$ cat src/hdl/dcsl_pkg.sv
// Constants, register map and types of the two-channel servo loop.
// Assumes a 200 MHz reference clock and an 8-bit analog sampler per channel.
// Notes on behaviour
// - Position mode samples position every 16 ms and subtracts it from desired position.
// - Error times proportional gain forms one term of the power command.
// - Error change since last period times differential gain adds to command.
// - Position mode uses proportional and differential terms only, no integral.
// - One gain set is shared by both channels.
// - Speed mode runs proportional, integral and differential terms on speed error.
// - Speed mode raises or lowers power until desired speed and direction are met.
// - Mode setting offers separate speed, mixed speed, or speed A with position B.
// - With speed A and position B, only channel A runs the speed loop.
// - Local button path cannot select any closed-loop speed mode.
// - Mid-scale speed feedback reads as zero speed.
// - Full-scale high feedback is +127, full-scale low is -127.
// - Open-loop mode drives the motor from the command, ignoring feedback.
// - Speed mode samples speed every 16 ms and subtracts it from desired speed.
// - Speed mode accumulates error over periods, scaled by integral gain.
`default_nettype none

package dcsl_pkg;
   localparam int CLK_HZ = 200_000_000;
   localparam int LOOP_MS = 16;
   localparam int LOOP_CYCLES = CLK_HZ / 1000 * LOOP_MS;

   localparam int DW = 8;
   localparam int CW = 8;
   localparam int GW = 8;
   localparam int AW = 4;
   localparam int IW = 16;
   localparam int PW = 24;

   // Raw sampler midpoint and clamps
   localparam logic [DW-1:0] ADC_MID = 8'h80;
   localparam logic signed [DW-1:0] FB_MAX = 8'sh7f;
   localparam logic signed [DW-1:0] FB_MIN = -8'sh7f;
   localparam logic signed [CW-1:0] CMD_MAX = 8'sh7f;
   localparam logic signed [CW-1:0] CMD_MIN = -8'sh7f;
   localparam logic signed [IW-1:0] INT_MAX = 16'sh3fff;
   localparam logic signed [IW-1:0] INT_MIN = -16'sh3fff;
   localparam int GAIN_SHIFT = 3;

   // Register offsets
   localparam logic [AW-1:0] REG_MODE = 4'h0;
   localparam logic [AW-1:0] REG_KP = 4'h1;
   localparam logic [AW-1:0] REG_KI = 4'h2;
   localparam logic [AW-1:0] REG_KD = 4'h3;
   localparam logic [AW-1:0] REG_SET_A = 4'h4;
   localparam logic [AW-1:0] REG_SET_B = 4'h5;
   localparam logic [AW-1:0] REG_CMD_A = 4'h6;
   localparam logic [AW-1:0] REG_CMD_B = 4'h7;
   localparam logic [AW-1:0] REG_ERR_A = 4'h8;
   localparam logic [AW-1:0] REG_ERR_B = 4'h9;
   localparam logic [AW-1:0] REG_STAT = 4'ha;

   localparam logic [7:0] KP_RST = 8'h08;
   localparam logic [7:0] KI_RST = 8'h00;
   localparam logic [7:0] KD_RST = 8'h00;

   typedef enum logic [2:0]
   {
      MODE_OPEN = 3'b000,
      MODE_OPEN_A_POS_B = 3'b001,
      MODE_POS_AB = 3'b010,
      MODE_SPD_SEP = 3'b011,
      MODE_SPD_MIX = 3'b100,
      MODE_SPD_A_POS_B = 3'b101
   } dcsl_mode_t;

   typedef enum logic [1:0]
   {
      CH_OPEN = 2'b00,
      CH_POS = 2'b01,
      CH_SPD = 2'b10
   } dcsl_ch_t;
endpackage

`default_nettype wire

$ cat src/hdl/dcsl_chan.sv
// One channel of the servo loop: error, PD or PID terms, saturation.
// Assumes i_tick is a one-cycle pulse per loop period, same clock domain.
`default_nettype none

module dcsl_chan
   import dcsl_pkg::*;
#(
   parameter int W = DW
)
(
   input wire logic i_ref_clk,
   input wire logic i_srst,
   input wire logic i_ce,
   input wire logic i_tick,
   input wire logic i_clear,
   input wire dcsl_pkg::dcsl_ch_t i_kind,
   input wire logic signed [W-1:0] i_set,
   input wire logic signed [W-1:0] i_fb,
   input wire logic [GW-1:0] i_kp,
   input wire logic [GW-1:0] i_ki,
   input wire logic [GW-1:0] i_kd,
   output logic signed [CW-1:0] o_cmd,
   output logic signed [W:0] o_err
);
   logic signed [W:0] prev_err;
   logic signed [IW-1:0] acc;
   logic signed [W:0] next_err;
   logic signed [W:0] next_prev_err;
   logic signed [IW-1:0] next_acc;
   logic signed [CW-1:0] next_cmd;
   logic signed [W:0] e;
   logic signed [W+1:0] de;
   logic signed [IW:0] acc_sum;
   logic signed [PW-1:0] sum;

   function automatic logic signed [CW-1:0] sat_cmd(input logic signed [PW-1:0] v);
      if (v > PW'(CMD_MAX))
         sat_cmd = CMD_MAX;
      else if (v < PW'(CMD_MIN))
         sat_cmd = CMD_MIN;
      else
         sat_cmd = v[CW-1:0];
   endfunction

   always_comb
   begin
      next_err = o_err;
      next_prev_err = prev_err;
      next_acc = acc;
      next_cmd = o_cmd;
      e = (W+1)'(i_set) - (W+1)'(i_fb);
      de = (W+2)'(e) - (W+2)'(prev_err);
      acc_sum = (IW+1)'(acc) + (IW+1)'(e);
      sum = '0;
      if (i_clear)
      begin
         next_prev_err = '0;
         next_acc = '0;
      end
      else if (i_tick)
      begin
         case (i_kind)
            CH_OPEN:
            begin
               next_cmd = sat_cmd(PW'(i_set));
               next_err = '0;
               next_prev_err = '0;
               next_acc = '0;
            end
            CH_POS, CH_SPD:
            begin
               sum = PW'(e) * $signed({1'b0, i_kp});
               sum = sum + PW'(de) * $signed({1'b0, i_kd});
               if (i_kind == CH_SPD)
               begin
                  if (acc_sum > (IW+1)'(INT_MAX))
                     next_acc = INT_MAX;
                  else if (acc_sum < (IW+1)'(INT_MIN))
                     next_acc = INT_MIN;
                  else
                     next_acc = acc_sum[IW-1:0];
                  sum = sum + PW'(next_acc) * $signed({1'b0, i_ki});
               end
               else
                  next_acc = '0;
               next_cmd = sat_cmd(sum >>> GAIN_SHIFT);
               next_err = e;
               next_prev_err = e;
            end
            default:
               next_cmd = '0;
         endcase
      end
   end

   always_ff @(posedge i_ref_clk)
   begin
      if (i_srst)
      begin
         o_err <= '0;
         prev_err <= '0;
         acc <= '0;
         o_cmd <= '0;
      end
      else if (i_ce)
      begin
         o_err <= next_err;
         prev_err <= next_prev_err;
         acc <= next_acc;
         o_cmd <= next_cmd;
      end
   end
endmodule

`default_nettype wire

$ cat src/hdl/dcsl_top.sv
// Top of the two-channel servo loop: registers, loop tick, mode decode.
// Assumes raw 8-bit analog samples arriving asynchronously from samplers.
//
// Decided for this implementation: the address map and the strobed register port.
`default_nettype none

module dcsl_top
   import dcsl_pkg::*;
#(
   parameter int TICK_CYCLES = LOOP_CYCLES
)
(
   input wire logic i_ref_clk,
   input wire logic i_srst,
   input wire logic i_ce,
   input wire logic [dcsl_pkg::AW-1:0] i_addr,
   input wire logic [7:0] i_wdata,
   input wire logic i_wr,
   input wire logic i_rd,
   output logic [7:0] o_rdata,
   input wire logic i_local_cfg,
   input wire logic [dcsl_pkg::DW-1:0] i_adc_a,
   input wire logic [dcsl_pkg::DW-1:0] i_adc_b,
   output logic signed [dcsl_pkg::CW-1:0] o_cmd_a,
   output logic signed [dcsl_pkg::CW-1:0] o_cmd_b,
   output logic o_tick,
   output logic o_mode_refused
);
   import dcsl_pkg::*;

   dcsl_mode_t mode;
   dcsl_mode_t next_mode;
   logic [GW-1:0] kp, ki, kd;
   logic [GW-1:0] next_kp, next_ki, next_kd;
   logic signed [DW-1:0] set_a, set_b;
   logic signed [DW-1:0] next_set_a, next_set_b;
   logic next_refused;
   logic [7:0] next_rdata;
   logic [31:0] tcnt;
   logic [31:0] next_tcnt;
   logic next_tick;
   logic [DW-1:0] adc_a_m, adc_a_s, adc_b_m, adc_b_s;
   logic signed [DW-1:0] fb_a, fb_b, fb_a_sum, fb_a_dif, fb_a_use;
   logic mode_chg;
   dcsl_ch_t kind_a, kind_b;
   logic signed [DW-1:0] sp_a, sp_b;
   logic signed [DW:0] err_a, err_b;

   function automatic logic signed [DW-1:0] adc_to_signed(input logic [DW-1:0] raw);
      logic signed [DW:0] v;
      v = $signed({1'b0, raw}) - $signed({1'b0, ADC_MID});
      if (v > (DW+1)'(FB_MAX))
         adc_to_signed = FB_MAX;
      else if (v < (DW+1)'(FB_MIN))
         adc_to_signed = FB_MIN;
      else
         adc_to_signed = v[DW-1:0];
   endfunction

   function automatic logic signed [DW-1:0] half_sat(input logic signed [DW:0] v);
      logic signed [DW:0] h;
      h = v >>> 1;
      half_sat = h[DW-1:0];
   endfunction

   function automatic logic is_speed(input dcsl_mode_t m);
      is_speed = (m == MODE_SPD_SEP) || (m == MODE_SPD_MIX) || (m == MODE_SPD_A_POS_B);
   endfunction

   // Sampler inputs cross in through two flops
   always_ff @(posedge i_ref_clk)
   begin
      if (i_srst)
      begin
         adc_a_m <= ADC_MID;
         adc_a_s <= ADC_MID;
         adc_b_m <= ADC_MID;
         adc_b_s <= ADC_MID;
      end
      else if (i_ce)
      begin
         adc_a_m <= i_adc_a;
         adc_a_s <= adc_a_m;
         adc_b_m <= i_adc_b;
         adc_b_s <= adc_b_m;
      end
   end

   assign fb_a = adc_to_signed(adc_a_s);
   assign fb_b = adc_to_signed(adc_b_s);

   // Loop period tick
   always_comb
   begin
      next_tick = 1'b0;
      next_tcnt = tcnt + 32'h1;
      if (tcnt >= 32'(TICK_CYCLES - 1))
      begin
         next_tcnt = '0;
         next_tick = 1'b1;
      end
   end

   always_ff @(posedge i_ref_clk)
   begin
      if (i_srst)
      begin
         tcnt <= '0;
         o_tick <= 1'b0;
      end
      else if (i_ce)
      begin
         tcnt <= next_tcnt;
         o_tick <= next_tick;
      end
      else
         o_tick <= 1'b0;
   end

   // Registers
   always_comb
   begin
      next_mode = mode;
      next_kp = kp;
      next_ki = ki;
      next_kd = kd;
      next_set_a = set_a;
      next_set_b = set_b;
      next_refused = o_mode_refused;
      next_rdata = '0;
      if (i_wr)
      begin
         case (i_addr)
            REG_MODE:
            begin
               if (i_local_cfg && is_speed(dcsl_mode_t'(i_wdata[2:0])))
                  next_refused = 1'b1;
               else if (i_wdata[2:0] <= MODE_SPD_A_POS_B)
               begin
                  next_mode = dcsl_mode_t'(i_wdata[2:0]);
                  next_refused = 1'b0;
               end
               else
                  next_refused = 1'b1;
            end
            REG_KP: next_kp = i_wdata;
            REG_KI: next_ki = i_wdata;
            REG_KD: next_kd = i_wdata;
            REG_SET_A: next_set_a = i_wdata;
            REG_SET_B: next_set_b = i_wdata;
            default: next_mode = mode;
         endcase
      end
      if (i_rd)
      begin
         case (i_addr)
            REG_MODE: next_rdata = {5'h00, mode};
            REG_KP: next_rdata = kp;
            REG_KI: next_rdata = ki;
            REG_KD: next_rdata = kd;
            REG_SET_A: next_rdata = set_a;
            REG_SET_B: next_rdata = set_b;
            REG_CMD_A: next_rdata = o_cmd_a;
            REG_CMD_B: next_rdata = o_cmd_b;
            REG_ERR_A: next_rdata = half_sat(err_a);
            REG_ERR_B: next_rdata = half_sat(err_b);
            REG_STAT: next_rdata = {7'h00, o_mode_refused};
            default: next_rdata = '0;
         endcase
      end
   end

   always_ff @(posedge i_ref_clk)
   begin
      if (i_srst)
      begin
         mode <= MODE_OPEN;
         kp <= KP_RST;
         ki <= KI_RST;
         kd <= KD_RST;
         set_a <= '0;
         set_b <= '0;
         o_mode_refused <= 1'b0;
         o_rdata <= '0;
         mode_chg <= 1'b0;
      end
      else if (i_ce)
      begin
         mode <= next_mode;
         kp <= next_kp;
         ki <= next_ki;
         kd <= next_kd;
         set_a <= next_set_a;
         set_b <= next_set_b;
         o_mode_refused <= next_refused;
         o_rdata <= next_rdata;
         mode_chg <= (next_mode != mode);
      end
   end

   // Mode decode per channel
   always_comb
   begin
      kind_a = CH_OPEN;
      kind_b = CH_OPEN;
      case (mode)
         MODE_OPEN: kind_b = CH_OPEN;
         MODE_OPEN_A_POS_B: kind_b = CH_POS;
         MODE_POS_AB:
         begin
            kind_a = CH_POS;
            kind_b = CH_POS;
         end
         MODE_SPD_SEP, MODE_SPD_MIX:
         begin
            kind_a = CH_SPD;
            kind_b = CH_SPD;
         end
         MODE_SPD_A_POS_B:
         begin
            kind_a = CH_SPD;
            kind_b = CH_POS;
         end
         default: kind_a = CH_OPEN;
      endcase
   end

   // Mixed mode: A steers half the sum, B steers half the difference of setpoints
   assign fb_a_sum = half_sat((DW+1)'(set_a) + (DW+1)'(set_b));
   assign fb_a_dif = half_sat((DW+1)'(set_a) - (DW+1)'(set_b));
   assign fb_a_use = fb_a;
   assign sp_a = (mode == MODE_SPD_MIX) ? fb_a_sum : set_a;
   assign sp_b = (mode == MODE_SPD_MIX) ? fb_a_dif : set_b;

   dcsl_chan #(.W(DW)) u_chan_a
   (
      .i_ref_clk(i_ref_clk),
      .i_srst(i_srst),
      .i_ce(i_ce),
      .i_tick(next_tick),
      .i_clear(mode_chg),
      .i_kind(kind_a),
      .i_set(sp_a),
      .i_fb(fb_a_use),
      .i_kp(kp),
      .i_ki(ki),
      .i_kd(kd),
      .o_cmd(o_cmd_a),
      .o_err(err_a)
   );

   dcsl_chan #(.W(DW)) u_chan_b
   (
      .i_ref_clk(i_ref_clk),
      .i_srst(i_srst),
      .i_ce(i_ce),
      .i_tick(next_tick),
      .i_clear(mode_chg),
      .i_kind(kind_b),
      .i_set(sp_b),
      .i_fb(fb_b),
      .i_kp(kp),
      .i_ki(ki),
      .i_kd(kd),
      .o_cmd(o_cmd_b),
      .o_err(err_b)
   );
endmodule

`default_nettype wire

$ cat config.mk
export PLATFORM = sky130hd
export DESIGN_NAME = dcsl_top
export DESIGN_NICKNAME = d
export VERILOG_FILES = /design/src/hdl/dcsl_pkg.sv /design/src/hdl/dcsl_chan.sv /design/src/hdl/dcsl_top.sv
export SDC_FILE = /design/constraint.sdc
export NUM_CORES = 2
export LEC_CHECK = 0
export BUFFER_PORTS_ARGS = -buffer_cell sky130_fd_sc_hd__buf_2
export CAP_MARGIN = 20
export CORE_MARGIN = 2
export CORE_UTILIZATION = 39
export CTS_CLUSTER_SIZE = 16
export DETAILED_ROUTE_END_ITERATION = 10
export GPL_ROUTABILITY_DRIVEN = 0
export PLACE_DENSITY = 0.63
export SLEW_MARGIN = 10
export SYNTH_ARGS = -nofsm -noshare
export SYNTH_HDL_FRONTEND = slang
export SYNTH_SLANG_ARGS = --single-unit
$ cat constraint.sdc
create_clock -name i_ref_clk -period 29.9 [get_ports i_ref_clk]
set_input_delay 1.495 -clock i_ref_clk [delete_from_list [all_inputs] [get_ports i_ref_clk]]
set_output_delay 1.495 -clock i_ref_clk [all_outputs]
set_load 0.05 [all_outputs]
Word level (Yosys, flattened, before mapping):

Cells that the tools add are included.

* reductions and logical operators: 28
* bitwise logic cells: 2
* add/sub/neg operators: 15
* multipliers: 6
* equal/unequal tests: 23
* magnitude comparators: 18
* muxes and demuxes: 62

Operators with widths (number)
* 2-to-1 mux 16 bit: 18
* 2-to-1 mux 24 bit: 8
* 2-to-1 mux 8 bit: 15
* adder 24 bit: 4
* case mux 8 bit (11 select lines): 1
* case mux 16 bit (2 select lines): 2
* multiplier 16 x 9 -> 24 bit: 2
* > comparator 21 x 8 -> 1 bit (second input constant): 2
* < comparator 21 x 8 -> 1 bit (second input constant): 2
* multiplier 10 x 9 -> 19 bit: 2
* multiplier 9 x 9 -> 18 bit: 2
* 2-to-1 mux 9 bit: 4
* case mux 9 bit (2 select lines): 2
* adder 16 x 9 -> 17 bit: 2
* > comparator 17 x 15 -> 1 bit (second input constant): 2
* < comparator 17 x 15 -> 1 bit (second input constant): 2
* adder 32 x 1 -> 32 bit (second input constant): 1
* >= comparator 32 x 22 -> 1 bit (second input constant): 1
* 2-to-1 mux 32 bit: 1
* case mux 8 bit (2 select lines): 2
* AND reduction 3 bit: 9
* subtractor 8 x 8 -> 9 bit: 3
* subtractor 9 x 9 -> 10 bit: 2
* > comparator 9 x 8 -> 1 bit (second input constant): 2
* 29 further kinds: 63

* logic and storage cells: 177
* register bits: 202
* input bits: 34

Logic depth before layout (Yosys ltp):

* depth after elaboration: 23
* mapped depth: 62
* gate-level depth less buffers: 62

Cells and area by module:

A second synthesis with hierarchy kept.

* cell total of the unflattened synthesis: 4665
* area, all modules: 38926.1 µm²

Modules (own cells, without submodules)
* dcsl_chan at u_chan_a: sequential area each 840.8 µm², area each 16293.1 µm², instances 1, cells each 1962
* dcsl_chan at u_chan_b: sequential area each 840.8 µm², area each 16291.9 µm², instances 1, cells each 1955
* dcsl_top: sequential area each 2362.3 µm², area each 6341.1 µm², instances 1, cells each 748

Worst setup path after synthesis:

OpenSTA, ideal clock, no wires.

* path type: register to register
* start: register set_a[1]
* end: register u_chan_a.o_cmd[7]
* data arrival time: 11.983 ns
* cell stages (with the launch flop): 58
* clock period less this slack: 12.054 ns
* slack: 17.846 ns
* library setup time: 0.070 ns
* buffers on the path: 1
* path through: dfxtp_1 inv_1 fa_1 xor2_1 nor2_1 a21oi_1 ha_1 nor2b_1 o21ai_0 nand2b_1 a21o_1 a21o_1 xor2_1 clkbuf_1 ha_1 o21ai_0 nand2b_1 a21o_1 [... 22 more ...] o311ai_0 nor2_1 xnor2_1 fa_1 ha_1 and3_1 and2_1 nand3_1 inv_1 a21oi_1 inv_1 a2111oi_1 o211ai_1 and3_1 a211o_1 o32a_1 a2111o_1 a21oi_1

* word-level cells in the longest chain between the ends: 21

Ends and longest elaborated chain
* start, declared: line dcsl_top.sv:35 `logic signed [DW-1:0] set_a, set_b;`
* start signal, assigned: line dcsl_top.sv:193 `set_a <= next_set_a;`
* adder 8 x 8 -> 9 bit: line dcsl_top.sv:229 `assign fb_a_sum = half_sat((DW+1)'(set_a) + (DW+1)'(set_b));`
* 2-to-1 mux 8 bit *: line dcsl_top.sv:232 `assign sp_a = (mode == MODE_SPD_MIX) ? fb_a_sum : set_a;`
* subtractor 8 x 8 -> 9 bit: line dcsl_chan.sv:51 `e = (W+1)'(i_set) - (W+1)'(i_fb);`
* adder 16 x 9 -> 17 bit: line dcsl_chan.sv:53 `acc_sum = (IW+1)'(acc) + (IW+1)'(e);`
* < comparator 17 x 15 -> 1 bit: line dcsl_chan.sv:78 `else if (acc_sum < (IW+1)'(INT_MIN))`
* 2-to-1 mux 16 bit: line dcsl_chan.sv:78
* 2-to-1 mux 16 bit: line dcsl_chan.sv:76 `if (acc_sum > (IW+1)'(INT_MAX))`
* 2-to-1 mux 16 bit: line dcsl_chan.sv:74 `if (i_kind == CH_SPD)`
* [... 5 more ...]
* 2-to-1 mux 24 bit: line dcsl_chan.sv:74
* 2-to-1 mux 24 bit: line dcsl_chan.sv:62 `case (i_kind)`
* 2-to-1 mux 24 bit: line dcsl_chan.sv:60 `else if (i_tick)`
* 2-to-1 mux 24 bit: line dcsl_chan.sv:55 `if (i_clear)`
* < comparator 21 x 8 -> 1 bit: line dcsl_chan.sv:39 `else if (v < PW'(CMD_MIN))`
* 2-to-1 mux 8 bit: line dcsl_chan.sv:39
* 2-to-1 mux 8 bit: line dcsl_chan.sv:37 `if (v > PW'(CMD_MAX))`
* case mux 8 bit (2 select lines) *: line dcsl_chan.sv:62
* end signal, assigned: line dcsl_chan.sv:110 `o_cmd <= next_cmd;`
* end, declared: line dcsl_chan.sv:22 `output logic signed [CW-1:0] o_cmd,`

Mark *: on every way between the ends. The rest lies on a longest branch, timed or not. The select of a mux whose other input is x is not followed.
A chain may end at the register's enable or synchronous reset.

Worst setup path in the final report:

* start: register set_b[1]
* end: register u_chan_b.o_cmd[5]

* word-level cells in the longest chain between the ends: 21

Ends and longest elaborated chain
* start, declared: line dcsl_top.sv:35
* start signal, assigned: line dcsl_top.sv:194 `set_b <= next_set_b;`
* subtractor 8 x 8 -> 9 bit: line dcsl_top.sv:230 `assign fb_a_dif = half_sat((DW+1)'(set_a) - (DW+1)'(set_b));`
* 2-to-1 mux 8 bit *: line dcsl_top.sv:233 `assign sp_b = (mode == MODE_SPD_MIX) ? fb_a_dif : set_b;`
* subtractor 8 x 8 -> 9 bit: line dcsl_chan.sv:51
* adder 16 x 9 -> 17 bit: line dcsl_chan.sv:53
* < comparator 17 x 15 -> 1 bit: line dcsl_chan.sv:78
* 2-to-1 mux 16 bit: line dcsl_chan.sv:78
* 2-to-1 mux 16 bit: line dcsl_chan.sv:76
* 2-to-1 mux 16 bit: line dcsl_chan.sv:74
* [... 5 more ...]
* 2-to-1 mux 24 bit: line dcsl_chan.sv:74
* 2-to-1 mux 24 bit: line dcsl_chan.sv:62
* 2-to-1 mux 24 bit: line dcsl_chan.sv:60
* 2-to-1 mux 24 bit: line dcsl_chan.sv:55
* < comparator 21 x 8 -> 1 bit: line dcsl_chan.sv:39
* 2-to-1 mux 8 bit: line dcsl_chan.sv:39
* 2-to-1 mux 8 bit: line dcsl_chan.sv:37
* case mux 8 bit (2 select lines) *: line dcsl_chan.sv:62
* end signal, assigned: line dcsl_chan.sv:110
* end, declared: line dcsl_chan.sv:22

Marks and branches as above.

==> key figures <==
Critical path
  • Crit. Startpoint: set_b[1]
  • CP most frequent cell: inv_1
  • R2R setup slack: between 15000 and 20000 ps
  • Crit end category: flop
  • Slowest stage delay, CP: 680 ps
  • Critical path's top delay family: compound AO/OA/AOI/OAI gates
  • Buffer and inverter count on the worst path: 8
  • Worst Path Arrival: 14840 ps
  • RR Startpoint: set_b[1]
  • Setup crit start kind: flop
  • Number of cells on the critical path: 53
  • Slowest cell on crit path: ha_1
  • Path depth of the worst reg2reg path: 53
  • FF-to-FF End: u_chan_b.o_cmd[5]
  • CP Class: reg -> reg
  • Worst-path maximum fanout: 18
  • Critical Path End: u_chan_b.o_cmd[5]
  • Critical path required time: 30280 ps

Timing
  • Worst slew pin tran: 1125 ps
  • Min Hold Slack: 462.8 ps
  • Fin Clk Skew: 15.23 ps
  • Slew Limit Fails: 0
  • Setup_tns: 0 ps
  • Fin crit share: 0.4835
  • Unrepaired setup endpoints after global routing: no
  • Min cycle time layout: 14460 ps
  • Fmax: 69.17 MHz
  • # setup viols final: 0
  • Final hold vios: 0
  • Worst rel slew slack: 0.2487

Clock network
  • Inserted Clock Buffers: 17
  • Clock tree buffer depth: 2
  • Post CTS Setup Buffer Count: 0
  • CTS tree: done
  • Worst skew pair latency: 490 ps
  • CTS Root Cell: clkbuf_16
  • CTS HTree Levels: 4
  • Worst-path clk slew: 90 ps
  • Hold_buf cts: 0
  • Clock sinks: 200
  • Cts repair resizes: 0

Cells and area
  • Commonest non-fill, non-tap cell in the layout: inv_1
  • Total Nets Final: 5445
  • Area Growth Syn to Fin: 5.875%
  • Post-layout util: 0.4171
  • Most frequent cells in the layout: inv_1, fa_1, nand2_1, ha_1, nor2_1
  • Share of layout cells above drive strength 1: 0.04052

Power
  • PD cells: 29.03 nW/um^2
  • Max VDD drop: 38.32 uV
  • Total power: about 1.2 mW
  • Pleak: 19.51 nW

Die
  • Row count: ~110
  • I/O Pins: 60
  • Core Area: 95150 sq um
  • Die Y-Extent: 314.0 microns
  • Die area: a little under 100000 sq um
  • Initial Util: 0.3939
  • Die width: around 310 microns

Logic synthesis
  • Synth Instances: 4571
  • Average size of a mapped cell: 8.200 sq um
  • Primary FF master, synth: dfxtp_1
  • Register area share after synthesis: 0.1068
  • Main area contributors after synthesis: fa_1, ha_1, dfxtp_1
  • Syn nets: around 5500
  • Total of warnings raised by yosys: 0
  • Synth top area share: 0.2638
  • Netlist cell types: 95
  • Yosys top cell by area: fa_1
  • Synthesized area: 37480 sq um
  • Post-synth ARST share: 0
  • EDFF count, synth: 0
  • Post-synthesis register bit count: 200

Route
  • DRC: 0
  • Met3 WL post-DR: between 4 and 5 mm
  • ANT nets after route: 0
  • Final wirelength: 101.7 mm
  • Highest metal used: met5
  • Via density: ~5.3
  • Wirelength per Cell: around 18 microns
  • Starting DRT DRC Count: 2304
  • Met2 Wirelength: slightly below 50 mm
  • First-pass DRT Iterations: 6
  • Wl on met1: 45.32 mm
  • Via count: about 31000

Worst hold path
  • Worst Hold Class: reg -> reg

GRT
  • Pin count of the biggest net entering global routing: 86
  • Gr usage total: 0.2085
  • Global-route wire length before repair: 165.0 mm
  • Vias in the first global route: ~31000
  • Initial antenna violation count: 6
  • Grt total ovfl: 0

Run
  • Max-cap viol count: 0

Placement
  • I/O Buffers: 59
  • HPWL Detailed: 82.82 mm

Status
  • Status: finished clean
==> logic make-up after synthesis <==
group,after synthesis,synth area share
AO/OA/AOI/OAI,766,0.1359
buffers and inverters,939,0.09410
flip-flops,200,0.1068
XOR/XNOR,206,0.04834
multiplexers,97,0.02717
AND/OR/NAND/NOR,1480,0.1940
adder cells (fa/ha/maj),883,0.3937
==> metrics by stage <==
step / cells / cell area [sq um] / setup WS [ps]
2_1_floorplan: 4571 / 37480 / 17850
3_3_place_gp: 5773 / 39100 / 16060
3_5_place_dp: 5773 / 39100 / 15670
4_1_cts: 5805 / 39670 / 15570
5_1_grt: 5806 / 39680 / 14260
6_report: 5807 / 39680 / 15440
==> state kept, by name (all words and copies together) (netlist names), 9 cells and up <==
name and flops:
tcnt 32, u_chan_a.acc 16, u_chan_a.prev_err 9, u_chan_b.acc 16
u_chan_b.prev_err 9
==> layer usage <==
layer / GRT usage / vias to the layer above
li1: - / 14688
met1: 0.2750 / 15120
met2: 0.3598 / 747
met3: 0.02523 / 132
met4: 0.05655 / 6
met5: 0 / -
==> cell usage after synthesis (all sizes together), types with 24 or more instances <==
cell type  number
a211oi         24
a21o           67
a21oi         247
a22oi          41
a31oi          27
and2          250
and3           43
clkbuf        158
dfxtp         200
fa            494
ha            389
inv           769
mux2i          89
nand2         443
nand2b         78
nand3          57
nor2          361
nor2b         104
nor3           37
o21ai         128
o21bai         44
xnor2         136
xor2           70
==> worst min-delay path by stage <==
| stage | from | to | slack, ps | cells past startpoint |
|---|---|---|---|---|
| after floorplan | adc_a_m[7] | adc_a_s[7] | 430 | 1 |
| after global placement | u_chan_a.acc[7] | u_chan_a.acc[7] | 450 | 2 |
| after detailed placement | u_chan_a.acc[7] | u_chan_a.acc[7] | 450 | 2 |
| after CTS | u_chan_b.acc[15] | u_chan_b.acc[15] | 470 | 2 |
| after global routing | adc_b_m[7] | adc_b_s[7] | 490 | 1 |
| final | u_chan_a.acc[9] | u_chan_a.acc[9] | 460 | 2 |
==> cell type report <==
cell class                 count  area (sq um)
clock buffer                  19         432.9
sequential                   200          4004
clock inverter                13         137.6
multi-input combinational   3432         29970
timing repair buffer         106         658.1
inverter                     771          2894
fill                        9528         55470
antenna                        1         2.502
tap                         1265          1583
==> where the power goes <==
group	leakage (nW)	total [mW]	internal (mW)	switching, mW
Sequential	1.62	0.272	0.269	0.00328
Clock	0.273	0.239	0.111	0.128
Combinational	17.6	0.640	0.211	0.429
==> worst min-delay path, cell delays in order, from the launching register on <==
cell and delay (ps):
dfxtp_1 320, nand2_1 50, a21oi_1 50
No activity file was read; power rests on OpenSTA's default activity.
